===== config.mk =====
export PLATFORM = sky130hd
export DESIGN_NAME = epwm_top
export DESIGN_NICKNAME = d
export VERILOG_FILES = /design/src/inc/epwm_pkg.sv /design/src/hdl/epwm_sync.sv /design/src/hdl/epwm_dead_band.sv /design/src/hdl/epwm_top.sv
export SDC_FILE = /design/constraint.sdc
export NUM_CORES = 1
export LEC_CHECK = 0
export ABC_AREA = 1
export BUFFER_PORTS_ARGS = -buffer_cell sky130_fd_sc_hd__buf_2
export CORE_UTILIZATION = 23
export DETAILED_ROUTE_END_ITERATION = 10
export PLACE_DENSITY_LB_ADDON = 0.3
export SLEW_MARGIN = 0
export SYNTH_ARGS = -nofsm -noshare
export SYNTH_HDL_FRONTEND = slang
export SYNTH_SLANG_ARGS = --single-unit

===== constraint.sdc =====
create_clock -name core_clk_i -period 1.49 [get_ports core_clk_i]
set_clock_uncertainty 0.1 [all_clocks]
set_input_delay 0.0745 -clock core_clk_i [delete_from_list [all_inputs] [get_ports core_clk_i]]
set_output_delay 0.0745 -clock core_clk_i [all_outputs]
set_load 0.05 [all_outputs]

===== src/inc/epwm_pkg.sv =====
// constants of the enhanced pwm stage: register map, fields, resets
// assumes one 200 MHz core clock and an apb register port
package epwm_pkg;
   // -----------------------------------------------------------
   // register byte offsets
   // -----------------------------------------------------------
   localparam logic [7:0] OFF_PERIOD = 8'h00;
   localparam logic [7:0] OFF_DUTY   = 8'h04;
   localparam logic [7:0] OFF_CTRL   = 8'h08;
   localparam logic [7:0] OFF_TCTRL  = 8'h0C;
   localparam logic [7:0] OFF_DBAND  = 8'h10;
   localparam logic [7:0] OFF_SDCTRL = 8'h14;
   localparam logic [7:0] OFF_STATUS = 8'h18;
   // -----------------------------------------------------------
   // field positions
   // -----------------------------------------------------------
   localparam int CTRL_MODE_LSB  = 2;
   localparam int CTRL_DLO_LSB   = 4;
   localparam int CTRL_CFG_LSB   = 6;
   localparam int TCTRL_PS_LSB   = 0;
   localparam int TCTRL_ON_BIT   = 2;
   localparam int DB_CNT_LSB     = 0;
   localparam int DB_RESTART_BIT = 7;
   localparam int SD_BD_LSB      = 0;
   localparam int SD_AC_LSB      = 2;
   localparam int SD_SRC_LSB     = 4;
   localparam int SD_FLAG_BIT    = 7;
   // -----------------------------------------------------------
   // encodings and reset values
   // -----------------------------------------------------------
   localparam logic [1:0] MODE_PWM   = 2'h3;
   localparam logic [1:0] CFG_HALF   = 2'h2;
   localparam logic [1:0] PS_DIV1    = 2'h0;
   localparam logic [1:0] PS_DIV4    = 2'h1;
   localparam logic [1:0] LVL_LOW    = 2'h0;
   localparam logic [1:0] LVL_HIGH   = 2'h1;
   localparam logic [5:0] SUB_MAX1   = 6'h03;
   localparam logic [5:0] SUB_MAX4   = 6'h0F;
   localparam logic [5:0] SUB_MAX16  = 6'h3F;
   localparam logic [7:0] RST_PERIOD = 8'hFF;
   localparam logic [7:0] RST_BYTE   = 8'h00;
   localparam int TCY_CLKS = 4;
endpackage : epwm_pkg


===== src/hdl/epwm_sync.sv =====
// two-flop synchroniser for pins entering the core clock domain
// assumes inputs are quasi-static levels from pins or comparators
module epwm_sync #(
   parameter int unsigned W = 1
) (
   input  wire logic         core_clk_i,
   input  wire logic         rst_n_i,
   input  wire logic [W-1:0] async_i,
   output logic      [W-1:0] sync_o
);
   logic [W-1:0] meta_q;
   logic [W-1:0] sync_q;

   always_ff @(posedge core_clk_i or negedge rst_n_i) begin
      if (!rst_n_i) begin
         meta_q <= '0;
         sync_q <= '0;
      end else begin
         meta_q <= async_i;
         sync_q <= meta_q;
      end
   end

   assign sync_o = sync_q;
endmodule : epwm_sync


===== src/hdl/epwm_dead_band.sv =====
// delays the rising edge of one drive signal by a count of
// instruction cycles; falling edges pass after one clock
// assumes tick_i pulses once every instruction cycle
module epwm_dead_band #(
   parameter int unsigned W = 7
) (
   input  wire logic         core_clk_i,
   input  wire logic         rst_n_i,
   input  wire logic         level_i,
   input  wire logic         tick_i,
   input  wire logic [W-1:0] count_i,
   output logic              level_o
);
   logic [W-1:0] elapsed_q;
   logic         out_q;

   // elapsed time since the rising edge, saturating
   always_ff @(posedge core_clk_i or negedge rst_n_i) begin
      if (!rst_n_i) begin
         elapsed_q <= '0;
      end else if (!level_i) begin
         elapsed_q <= '0;
      end else if (tick_i && elapsed_q != {W{1'b1}}) begin
         elapsed_q <= elapsed_q + 1'b1; // [RQ7]
      end
   end

   // rises on a tick, so the gap is whole cycles; a raised count
   // still bites at once, even mid-pulse
   always_ff @(posedge core_clk_i or negedge rst_n_i) begin
      if (!rst_n_i) begin
         out_q <= 1'b0;
      end else begin
         out_q <= level_i && (elapsed_q >= count_i)
                  && (tick_i || out_q); // [RQ6] [RQ7] [RQ15]
      end
   end

   assign level_o = out_q;
endmodule : epwm_dead_band


===== src/hdl/epwm_top.sv =====
// enhanced pwm output stage: period timer, double-buffered duty,
// half-bridge dead band and auto-shutdown, behind an apb slave
// assumes a 200 MHz core clock (the oscillator) and apb master
//
// Chosen here: the APB slave port and the register offsets.

// Notes on behaviour
// [RQ1] shadowed duty, cleared on 10-bit timer match
// [RQ2] duty beyond period never clears output
// [RQ3] prescale 1, 4, 16; 10-bit duty resolution
// [RQ4] plain variant has no auto-shutdown
// [RQ5] software loads period, duty, pin, timer, mode
// [RQ6] dead band only on inactive-to-active edges
// [RQ7] 7-bit dead band in instruction cycles
// [RQ8] shutdown event forces enabled pins at once
// [RQ9] sources: two comparators, low fault pin
// [RQ10] per-pair shutdown level: high, low, float
// [RQ11] hardware sets sticky shutdown flag, holds outputs
// [RQ12] flag cleared by restart or firmware
// [RQ13] shutdown lasts whole period; resume next period
// [RQ14] flag writes ignored while cause persists
// [RQ15] raised dead band takes effect immediately
// [RQ16] period match resets timer, sets output, loads
module epwm_top #(
   parameter int unsigned ENHANCED = 1,
   parameter int unsigned DB_W     = 7
) (
   // clock and reset
   input  wire logic        core_clk_i,
   input  wire logic        rst_n_i,
   // apb slave
   input  wire logic        psel_i,
   input  wire logic        penable_i,
   input  wire logic        pwrite_i,
   input  wire logic [7:0]  paddr_i,
   input  wire logic [31:0] pwdata_i,
   output logic      [31:0] prdata_o,
   output logic             pready_o,
   output logic             pslverr_o,
   // shutdown sources
   input  wire logic [1:0]  cmp_out_i,
   input  wire logic        fault_input_n_i,
   // bridge drive pins
   output logic             pwm_output_a_o,
   output logic             pwm_output_a_oe_o,
   output logic             pwm_output_b_o,
   output logic             pwm_output_b_oe_o,
   output logic             pwm_output_c_o,
   output logic             pwm_output_c_oe_o,
   output logic             pwm_output_d_o,
   output logic             pwm_output_d_oe_o
);
   // -----------------------------------------------------------
   // elaboration checks
   // -----------------------------------------------------------
   if (ENHANCED > 1) begin : g_bad_variant
      $error("ENHANCED must be 0 or 1");
   end
   if (DB_W != 7) begin : g_bad_dbw
      $error("dead band count must be 7 bits wide");
   end

   // -----------------------------------------------------------
   // declarations
   // -----------------------------------------------------------
   typedef enum logic [1:0] {
      EPWM_RUN,
      EPWM_TRIP,
      EPWM_HOLD
   } epwm_sd_state_t;

   logic [7:0]      period_q;
   logic [7:0]      duty_hi_q;
   logic [7:0]      ctrl_q;
   logic [2:0]      tctrl_q;
   logic [7:0]      dband_q;
   logic [6:0]      sdcfg_q;
   logic            flag_q;
   logic [31:0]     rdata_q;
   logic [9:0]      shadow_q;
   logic [7:0]      timer_q;
   logic [5:0]      sub_q;
   logic [1:0]      q_q;
   logic            raw_q;
   epwm_sd_state_t  sd_q;
   epwm_sd_state_t  sd_d;
   logic [1:0]      cmp_s;
   logic            fault_n_s;
   logic            wr_en;
   logic            rd_setup;
   logic            tmr_on;
   logic [1:0]      ps;
   logic [5:0]      sub_max;
   logic            tick;
   logic            period_start;
   logic [1:0]      fine;
   logic            pwm_en;
   logic            half;
   logic            cause;
   logic            sd_now;
   logic            db_tick;
   logic            db_a;
   logic            db_b;
   logic [1:0]      lvl_ac;
   logic [1:0]      lvl_bd;
   logic            a_n;
   logic            b_n;
   logic            a_en;
   logic            b_en;

   // -----------------------------------------------------------
   // address decode
   // -----------------------------------------------------------
   function automatic logic epwm_mapped(input logic [7:0] a);
      case (a)
         epwm_pkg::OFF_PERIOD,
         epwm_pkg::OFF_DUTY,
         epwm_pkg::OFF_CTRL,
         epwm_pkg::OFF_TCTRL,
         epwm_pkg::OFF_DBAND,
         epwm_pkg::OFF_SDCTRL,
         epwm_pkg::OFF_STATUS: epwm_mapped = 1'b1;
         default:              epwm_mapped = 1'b0;
      endcase
   endfunction : epwm_mapped

   // zero wait states; unmapped words answer with an error
   assign pready_o  = 1'b1;
   assign pslverr_o = psel_i && penable_i && !epwm_mapped(paddr_i);
   assign wr_en     = psel_i && penable_i && pwrite_i
                      && epwm_mapped(paddr_i);
   assign rd_setup  = psel_i && !penable_i && !pwrite_i;
   assign prdata_o  = rdata_q;

   // -----------------------------------------------------------
   // pin synchronisers
   // -----------------------------------------------------------
   epwm_sync #(
      .W (3)
   ) u_sync (
      .core_clk_i (core_clk_i),
      .rst_n_i    (rst_n_i),
      .async_i    ({fault_input_n_i, cmp_out_i}),
      .sync_o     ({fault_n_s, cmp_s})
   );

   // -----------------------------------------------------------
   // configuration registers
   // -----------------------------------------------------------
   // software order period, duty, pins, timer, mode is not enforced
   always_ff @(posedge core_clk_i or negedge rst_n_i) begin
      if (!rst_n_i) begin
         period_q  <= epwm_pkg::RST_PERIOD;
         duty_hi_q <= epwm_pkg::RST_BYTE;
         ctrl_q    <= epwm_pkg::RST_BYTE;
         tctrl_q   <= 3'h0;
         dband_q   <= epwm_pkg::RST_BYTE;
         sdcfg_q   <= 7'h00;
      end else if (wr_en) begin
         case (paddr_i)
            epwm_pkg::OFF_PERIOD: period_q  <= pwdata_i[7:0];
            epwm_pkg::OFF_DUTY:   duty_hi_q <= pwdata_i[7:0];
            epwm_pkg::OFF_CTRL:   ctrl_q    <= pwdata_i[7:0]; // [RQ5]
            epwm_pkg::OFF_TCTRL:  tctrl_q   <= pwdata_i[2:0];
            epwm_pkg::OFF_DBAND:  dband_q   <= pwdata_i[7:0];
            epwm_pkg::OFF_SDCTRL: sdcfg_q   <= pwdata_i[6:0];
            default: ;
         endcase
      end
   end

   // -----------------------------------------------------------
   // read data, captured in the setup phase
   // -----------------------------------------------------------
   always_ff @(posedge core_clk_i or negedge rst_n_i) begin
      if (!rst_n_i) begin
         rdata_q <= 32'h0000_0000;
      end else if (rd_setup) begin
         case (paddr_i)
            epwm_pkg::OFF_PERIOD: rdata_q <= {24'h0, period_q};
            epwm_pkg::OFF_DUTY:   rdata_q <= {24'h0, duty_hi_q};
            epwm_pkg::OFF_CTRL:   rdata_q <= {24'h0, ctrl_q};
            epwm_pkg::OFF_TCTRL:  rdata_q <= {29'h0, tctrl_q};
            epwm_pkg::OFF_DBAND:  rdata_q <= {24'h0, dband_q};
            epwm_pkg::OFF_SDCTRL: rdata_q <= {24'h0, flag_q, sdcfg_q};
            epwm_pkg::OFF_STATUS: rdata_q <= {21'h0, sd_now, cause,
                                              raw_q, timer_q};
            default:              rdata_q <= 32'h0000_0000;
         endcase
      end
   end

   // -----------------------------------------------------------
   // prescaler and instruction cycle
   // -----------------------------------------------------------
   assign tmr_on = tctrl_q[epwm_pkg::TCTRL_ON_BIT];
   assign ps     = tctrl_q[epwm_pkg::TCTRL_PS_LSB +: 2];

   // only three ratios; both upper codes mean divide by 16
   always_comb begin
      case (ps)
         epwm_pkg::PS_DIV1: begin
            sub_max = epwm_pkg::SUB_MAX1; // [RQ3]
            fine    = sub_q[1:0];
         end
         epwm_pkg::PS_DIV4: begin
            sub_max = epwm_pkg::SUB_MAX4;
            fine    = sub_q[3:2];
         end
         default: begin
            sub_max = epwm_pkg::SUB_MAX16;
            fine    = sub_q[5:4];
         end
      endcase
   end

   assign tick         = tmr_on && (sub_q == sub_max);
   assign period_start = tick && (timer_q == period_q);

   always_ff @(posedge core_clk_i or negedge rst_n_i) begin
      if (!rst_n_i) begin
         sub_q <= 6'h00;
      end else if (!tmr_on || tick) begin
         sub_q <= 6'h00;
      end else begin
         sub_q <= sub_q + 6'h01;
      end
   end

   // free-running quarter counter for the dead band
   always_ff @(posedge core_clk_i or negedge rst_n_i) begin
      if (!rst_n_i) begin
         q_q <= 2'h0;
      end else begin
         q_q <= q_q + 2'h1;
      end
   end
   assign db_tick = (q_q == 2'(epwm_pkg::TCY_CLKS - 1)); // [RQ7]

   // -----------------------------------------------------------
   // period timer and duty shadow
   // -----------------------------------------------------------
   always_ff @(posedge core_clk_i or negedge rst_n_i) begin
      if (!rst_n_i) begin
         timer_q <= 8'h00;
      end else if (period_start) begin
         timer_q <= 8'h00; // [RQ16]
      end else if (tick) begin
         timer_q <= timer_q + 8'h01;
      end
   end

   always_ff @(posedge core_clk_i or negedge rst_n_i) begin
      if (!rst_n_i) begin
         shadow_q <= 10'h000;
      end else if (period_start) begin
         shadow_q <= {duty_hi_q,
                      ctrl_q[epwm_pkg::CTRL_DLO_LSB +: 2]}; // [RQ1] [RQ16]
      end
   end

   // a duty above the period never matches before the timer wraps
   always_ff @(posedge core_clk_i or negedge rst_n_i) begin
      if (!rst_n_i) begin
         raw_q <= 1'b0;
      end else if (!pwm_en) begin
         raw_q <= 1'b0;
      end else if (period_start) begin
         raw_q <= 1'b1; // [RQ16]
      end else if ({timer_q, fine} == shadow_q) begin
         raw_q <= 1'b0; // [RQ1] [RQ2] [RQ3]
      end
   end

   // -----------------------------------------------------------
   // half-bridge dead band
   // -----------------------------------------------------------
   assign pwm_en = ctrl_q[epwm_pkg::CTRL_MODE_LSB +: 2]
                   == epwm_pkg::MODE_PWM;
   assign half   = ctrl_q[epwm_pkg::CTRL_CFG_LSB +: 2]
                   == epwm_pkg::CFG_HALF;

   epwm_dead_band #(
      .W (DB_W)
   ) u_db_a (
      .core_clk_i (core_clk_i),
      .rst_n_i    (rst_n_i),
      .level_i    (raw_q && half),
      .tick_i     (db_tick),
      .count_i    (dband_q[epwm_pkg::DB_CNT_LSB +: DB_W]), // [RQ7]
      .level_o    (db_a)
   );

   epwm_dead_band #(
      .W (DB_W)
   ) u_db_b (
      .core_clk_i (core_clk_i),
      .rst_n_i    (rst_n_i),
      .level_i    (!raw_q && half && pwm_en),
      .tick_i     (db_tick),
      .count_i    (dband_q[epwm_pkg::DB_CNT_LSB +: DB_W]),
      .level_o    (db_b)
   );

   // -----------------------------------------------------------
   // auto-shutdown
   // -----------------------------------------------------------
   // plain variant ties the cause off, so only a firmware flag write can trip
   assign cause = (ENHANCED == 1) && pwm_en // [RQ4]
                  && |(sdcfg_q[epwm_pkg::SD_SRC_LSB +: 3]
                       & {!fault_n_s, cmp_s}); // [RQ9]

   // set beats any clear in the same cycle
   always_ff @(posedge core_clk_i or negedge rst_n_i) begin
      if (!rst_n_i) begin
         flag_q <= 1'b0;
      end else if (cause) begin
         flag_q <= 1'b1; // [RQ11] [RQ14]
      end else if (dband_q[epwm_pkg::DB_RESTART_BIT]) begin
         flag_q <= 1'b0; // [RQ12]
      end else if (wr_en && paddr_i == epwm_pkg::OFF_SDCTRL) begin
         flag_q <= pwdata_i[epwm_pkg::SD_FLAG_BIT]; // [RQ12]
      end
   end

   // leaves shutdown only at a period boundary, or once pwm mode is off, with the flag clear
   always_comb begin
      sd_d = sd_q;
      case (sd_q)
         EPWM_RUN: begin
            if (cause || flag_q) begin
               sd_d = EPWM_TRIP;
            end
         end
         EPWM_TRIP: begin
            if (!cause && !flag_q) begin
               sd_d = EPWM_HOLD;
            end
         end
         EPWM_HOLD: begin
            if (cause || flag_q) begin
               sd_d = EPWM_TRIP;
            end else if (period_start || !pwm_en) begin
               sd_d = EPWM_RUN; // [RQ13]
            end
         end
         default: sd_d = EPWM_RUN;
      endcase
   end

   always_ff @(posedge core_clk_i or negedge rst_n_i) begin
      if (!rst_n_i) begin
         sd_q <= EPWM_RUN;
      end else begin
         sd_q <= sd_d;
      end
   end

   // cause bypasses the state so pins trip without a clock edge
   assign sd_now = cause || flag_q || (sd_q != EPWM_RUN); // [RQ8] [RQ11]

   // -----------------------------------------------------------
   // pin drive
   // -----------------------------------------------------------
   assign a_n    = half ? db_a : raw_q;
   assign b_n    = db_b;
   assign a_en   = pwm_en;
   assign b_en   = pwm_en && half;
   assign lvl_ac = sdcfg_q[epwm_pkg::SD_AC_LSB +: 2];
   assign lvl_bd = sdcfg_q[epwm_pkg::SD_BD_LSB +: 2];

   // pair levels: low, high, or released when the top bit is set
   always_comb begin
      pwm_output_c_o    = 1'b0;
      pwm_output_c_oe_o = 1'b0;
      pwm_output_d_o    = 1'b0;
      pwm_output_d_oe_o = 1'b0;
      if (sd_now) begin
         pwm_output_a_o    = (lvl_ac == epwm_pkg::LVL_HIGH); // [RQ10]
         pwm_output_a_oe_o = a_en && !lvl_ac[1]; // [RQ8]
         pwm_output_b_o    = (lvl_bd == epwm_pkg::LVL_HIGH); // [RQ10]
         pwm_output_b_oe_o = b_en && !lvl_bd[1];
      end else begin
         pwm_output_a_o    = a_n;
         pwm_output_a_oe_o = a_en;
         pwm_output_b_o    = b_n;
         pwm_output_b_oe_o = b_en;
      end
   end
endmodule : epwm_top


==> results.cfg <==
[clock_network]
h-tree-depth = 3
cts-root-to-sink-buffers = 2
worstSkewPairLatency_ns = 0.36
tritoncts_clock_tree = done
tritoncts.num_buffers = 9
cts_root_buf = sky130_fd_sc_hd__clkbuf_16
cts.reportedPaths.clkPinSlew_ns = 0.07
cts_sinks = 105

[power_and_ir_drop]
worst_ir_drop_vdd_mv = 0.476
p_leak_nw = 4.08
power-per-cell-area_mw_per_mm2 = 696

[synthesis]
synthFlopType = sky130_fd_sc_hd__dfrtp_1
postSynth.asyncResetShare = 1.00
synth.most_common_cell = sky130_fd_sc_hd__nand2_1
netlist_area_sq_mm = 0.00589
number_of_enable_flip_flop_cells_after_synthesis = 0
synth_cells = 763
yosysSeqAreaShare = 0.448
count_of_different_cell_masters_after_synthesis = 39
ys_ff_latch = 105
synth_top_area_frac = 0.412
synth_largest_area_cell = sky130_fd_sc_hd__dfrtp_1
synth.avg_cell_area_sq_um = 7.71
synth_commonest_cells = sky130_fd_sc_hd__nand2_1, sky130_fd_sc_hd__dfrtp_1, sky130_fd_sc_hd__inv_1, sky130_fd_sc_hd__nor2_1, sky130_fd_sc_hd__o21ai_1
ys.warnings.count = 0
post_synth_main_area_contributors = sky130_fd_sc_hd__dfrtp_1, sky130_fd_sc_hd__nand2_1, sky130_fd_sc_hd__inv_1

[drt]
drtIter0Drc = 283
route.detailed.wl_per_inst_microns = 13.3
detail_route.vias_per_cell = 4.19
route.detailed.drc = 0
drtPass1Iterations = 5
drt.antenna.violating_nets = 0
via_count = 5355
drt_wl_total_microns = 17100

[sta]
min_period_over_period = 1.29
timing.setup.tns_ns = -6.31
grt_setup_unrepaired = yes
hold_viol = 0
hold_slack_ns = 0.00845
post-route-min-period_ns = 1.92
finalWorstSetupSlack_ns = -0.426
slew_viol_final = 0
report.final.setup_viol = 28
achievable-frequency_mhz = 522

[run_status]
violations = setup timing
run_status = complete, but fails checks

[run]
drv_cap = 0

[global_routing]
overflow = 0
grt_pass1_vias = 5185
globalRouteTotalUtil = 0.138
grt_max_degree = 32
met2_grt_util = 0.209
grt_util_met3 = 0.0276
global_route_wire_length_before_repair_microns = 27700
antenna_found_initial = 0
grt.busiest_layer = met2
groute.layer.met1.usage = 0.201

[worst_setup_path]
crit_path_max_cell_delay_ns = 0.41
cp_data_required_time_ns = 1.32
cpMaxStageDelayCell = sky130_fd_sc_hd__dfrtp_1
critPathTopFamily = flip-flops
cp_data_arrival_time_ns = 1.74
setup.worst_path.class = flop to output pin
cp_cell_sequence = nand2_2, a31oi_4, nor2_2, nand2_2, buf_6, nor2_2, a21oi_4, buf_6
ff2ff_path_depth = 8
crit_path_start_kind = flop
critical_path_peak_fanout = 4
worst_setup_path_end_kind = output pin
path_buf_inv = 2
crit_cells = 8

[finish]
final_layout_size_suffix_gt1_frac = 0.357
final_nets = 1011
layout-area-overhead-vs-synth_pct = 42.9
postLayoutCoreUtil = 0.335
finish.instance_area_sq_mm = 0.00841
final_cell_count_no_fill = 1279
antennaDiodeCount = 0

[die]
core_sq_mm = 0.0251
floorplan.initialDensity = 0.234
fp.dieW_microns = 162
row_count = 58
dieArea_sq_mm = 0.0262
chipHeight_microns = 162
design.portCount = 90

[placement]
post-place-cells = 1242
postPlaceCellArea_sq_mm = 0.00740
place.gp.congestion = 0.817
detailedPlacementHpwl_microns = 13000
numPortBuffers = 39

[worst_hold_path]
min_delay_path_depth = 3
worstHoldPathType = input pin to flop
-- repair_timing --
item	in CTS	in global routing
gates resized for setup	54	103
gates cloned	4	0
pin swaps	13	29
setup endpoints to repair	35	44
hold buffers	5	0
setup buffers	9	5
endpoints found under the hold margin	111	0
-- flip-flops by register name, summed over array words and instances, names as in the netlist --
signal	cells
q_q	2
u_sync.sync_o	3
sd_q	2
u_sync.meta_q	3
tctrl_q	3
raw_q	1
flag_q	1
u_db_b.elapsed_q	7
dband_q	8
prdata_o	11
shadow_q	10
u_db_b.level_o	1
duty_hi_q	8
sub_q	6
timer_q	8
u_db_a.level_o	1
sdcfg_q	7
ctrl_q	8
u_db_a.elapsed_q	7
period_q	8
-- metrics by stage --
step	power, mW	setup WS, ns
floorplan	3.18	-0.0760
global placement	3.30	-0.198
detailed placement	3.30	-0.209
CTS	5.94	-0.433
global route	6.06	-0.513
finish	5.85	-0.426
-- worst paths after layout --
| path | start | end | slack (ns) |
|---|---|---|---|
| max in group asynchronous | rst_n_i | period_q[4] | 0.70 |
| worst min-delay path | pwdata_i[1] | dband_q[1] | 0.008 |
| worst min register to register | u_sync.meta_q[1] | u_sync.sync_o[1] | 0.25 |
| min in group asynchronous | rst_n_i | u_db_a.elapsed_q[5] | 0.02 |
| worst max register to register | period_q[7] | timer_q[3] | -0.28 |
| worst max-delay path | u_sync.sync_o[1] | pwm_output_a_o | -0.43 |
-- tightest hold or removal path: stages --
cell and delay [ns]:
sky130_fd_sc_hd__buf_2 0.08, sky130_fd_sc_hd__inv_1 0.12, sky130_fd_sc_hd__o21ai_1 0.15
-- per-layer routing --
layer  vias up  part of all wire
li1       2766                 -
met1      2464              0.51
met2       112              0.44
met3        13             0.039
met4         0            0.0084
met5         -                 0
-- power by group --
| group | internal [mW] | switching, mW |
|---|---|---|
| Sequential | 2.86 | 0.00739 |
| Combinational | 0.0781 | 0.307 |
| Clock | 1.48 | 1.12 |
| Total | 4.42 | 1.43 |
-- area by class of cell --
type	instances	area (sq um)
Clock inverter	4	76.3
Multi-Input combinational cell	560	3220
Fill cell	2697	16700
Timing Repair Buffer	177	1430
Tap cell	330	413
Sequential cell	105	2640
Inverter	88	345
Timing Repair inverter	3	43.8
Clock buffer	12	236
-- placed cells by master (no fill, tap or decap), types with 26 or more instances in the layout --
| cell | synthesis | final |
|---|---|---|
| sky130_fd_sc_hd__nand3_1 | 38 | 29 |
| sky130_fd_sc_hd__inv_1 | 83 | 69 |
| sky130_fd_sc_hd__buf_4 | 26 | 112 |
| sky130_fd_sc_hd__nand2_1 | 240 | 205 |
| sky130_fd_sc_hd__nand2_2 | 2 | 28 |
| sky130_fd_sc_hd__conb_1 | 2 | 26 |
| sky130_fd_sc_hd__o21ai_1 | 50 | 47 |
| sky130_fd_sc_hd__buf_2 | 0 | 34 |
| sky130_fd_sc_hd__nor2_1 | 81 | 66 |
| sky130_fd_sc_hd__dfrtp_1 | 97 | 93 |
-- cells by family (layout without fill, tap and decap cells) --
logic type	count (synthesis)	after routing	share of synthesized area
simple gates	402	403	0.301
buf+inv	123	284	0.105
compound gates	106	106	0.0952
flops	105	105	0.448
fa+ha+maj	19	19	0.0404
xor+xnor	6	6	0.00893
other cells	2	26	0.00128
No activity file was read; power rests on OpenSTA's default activity.
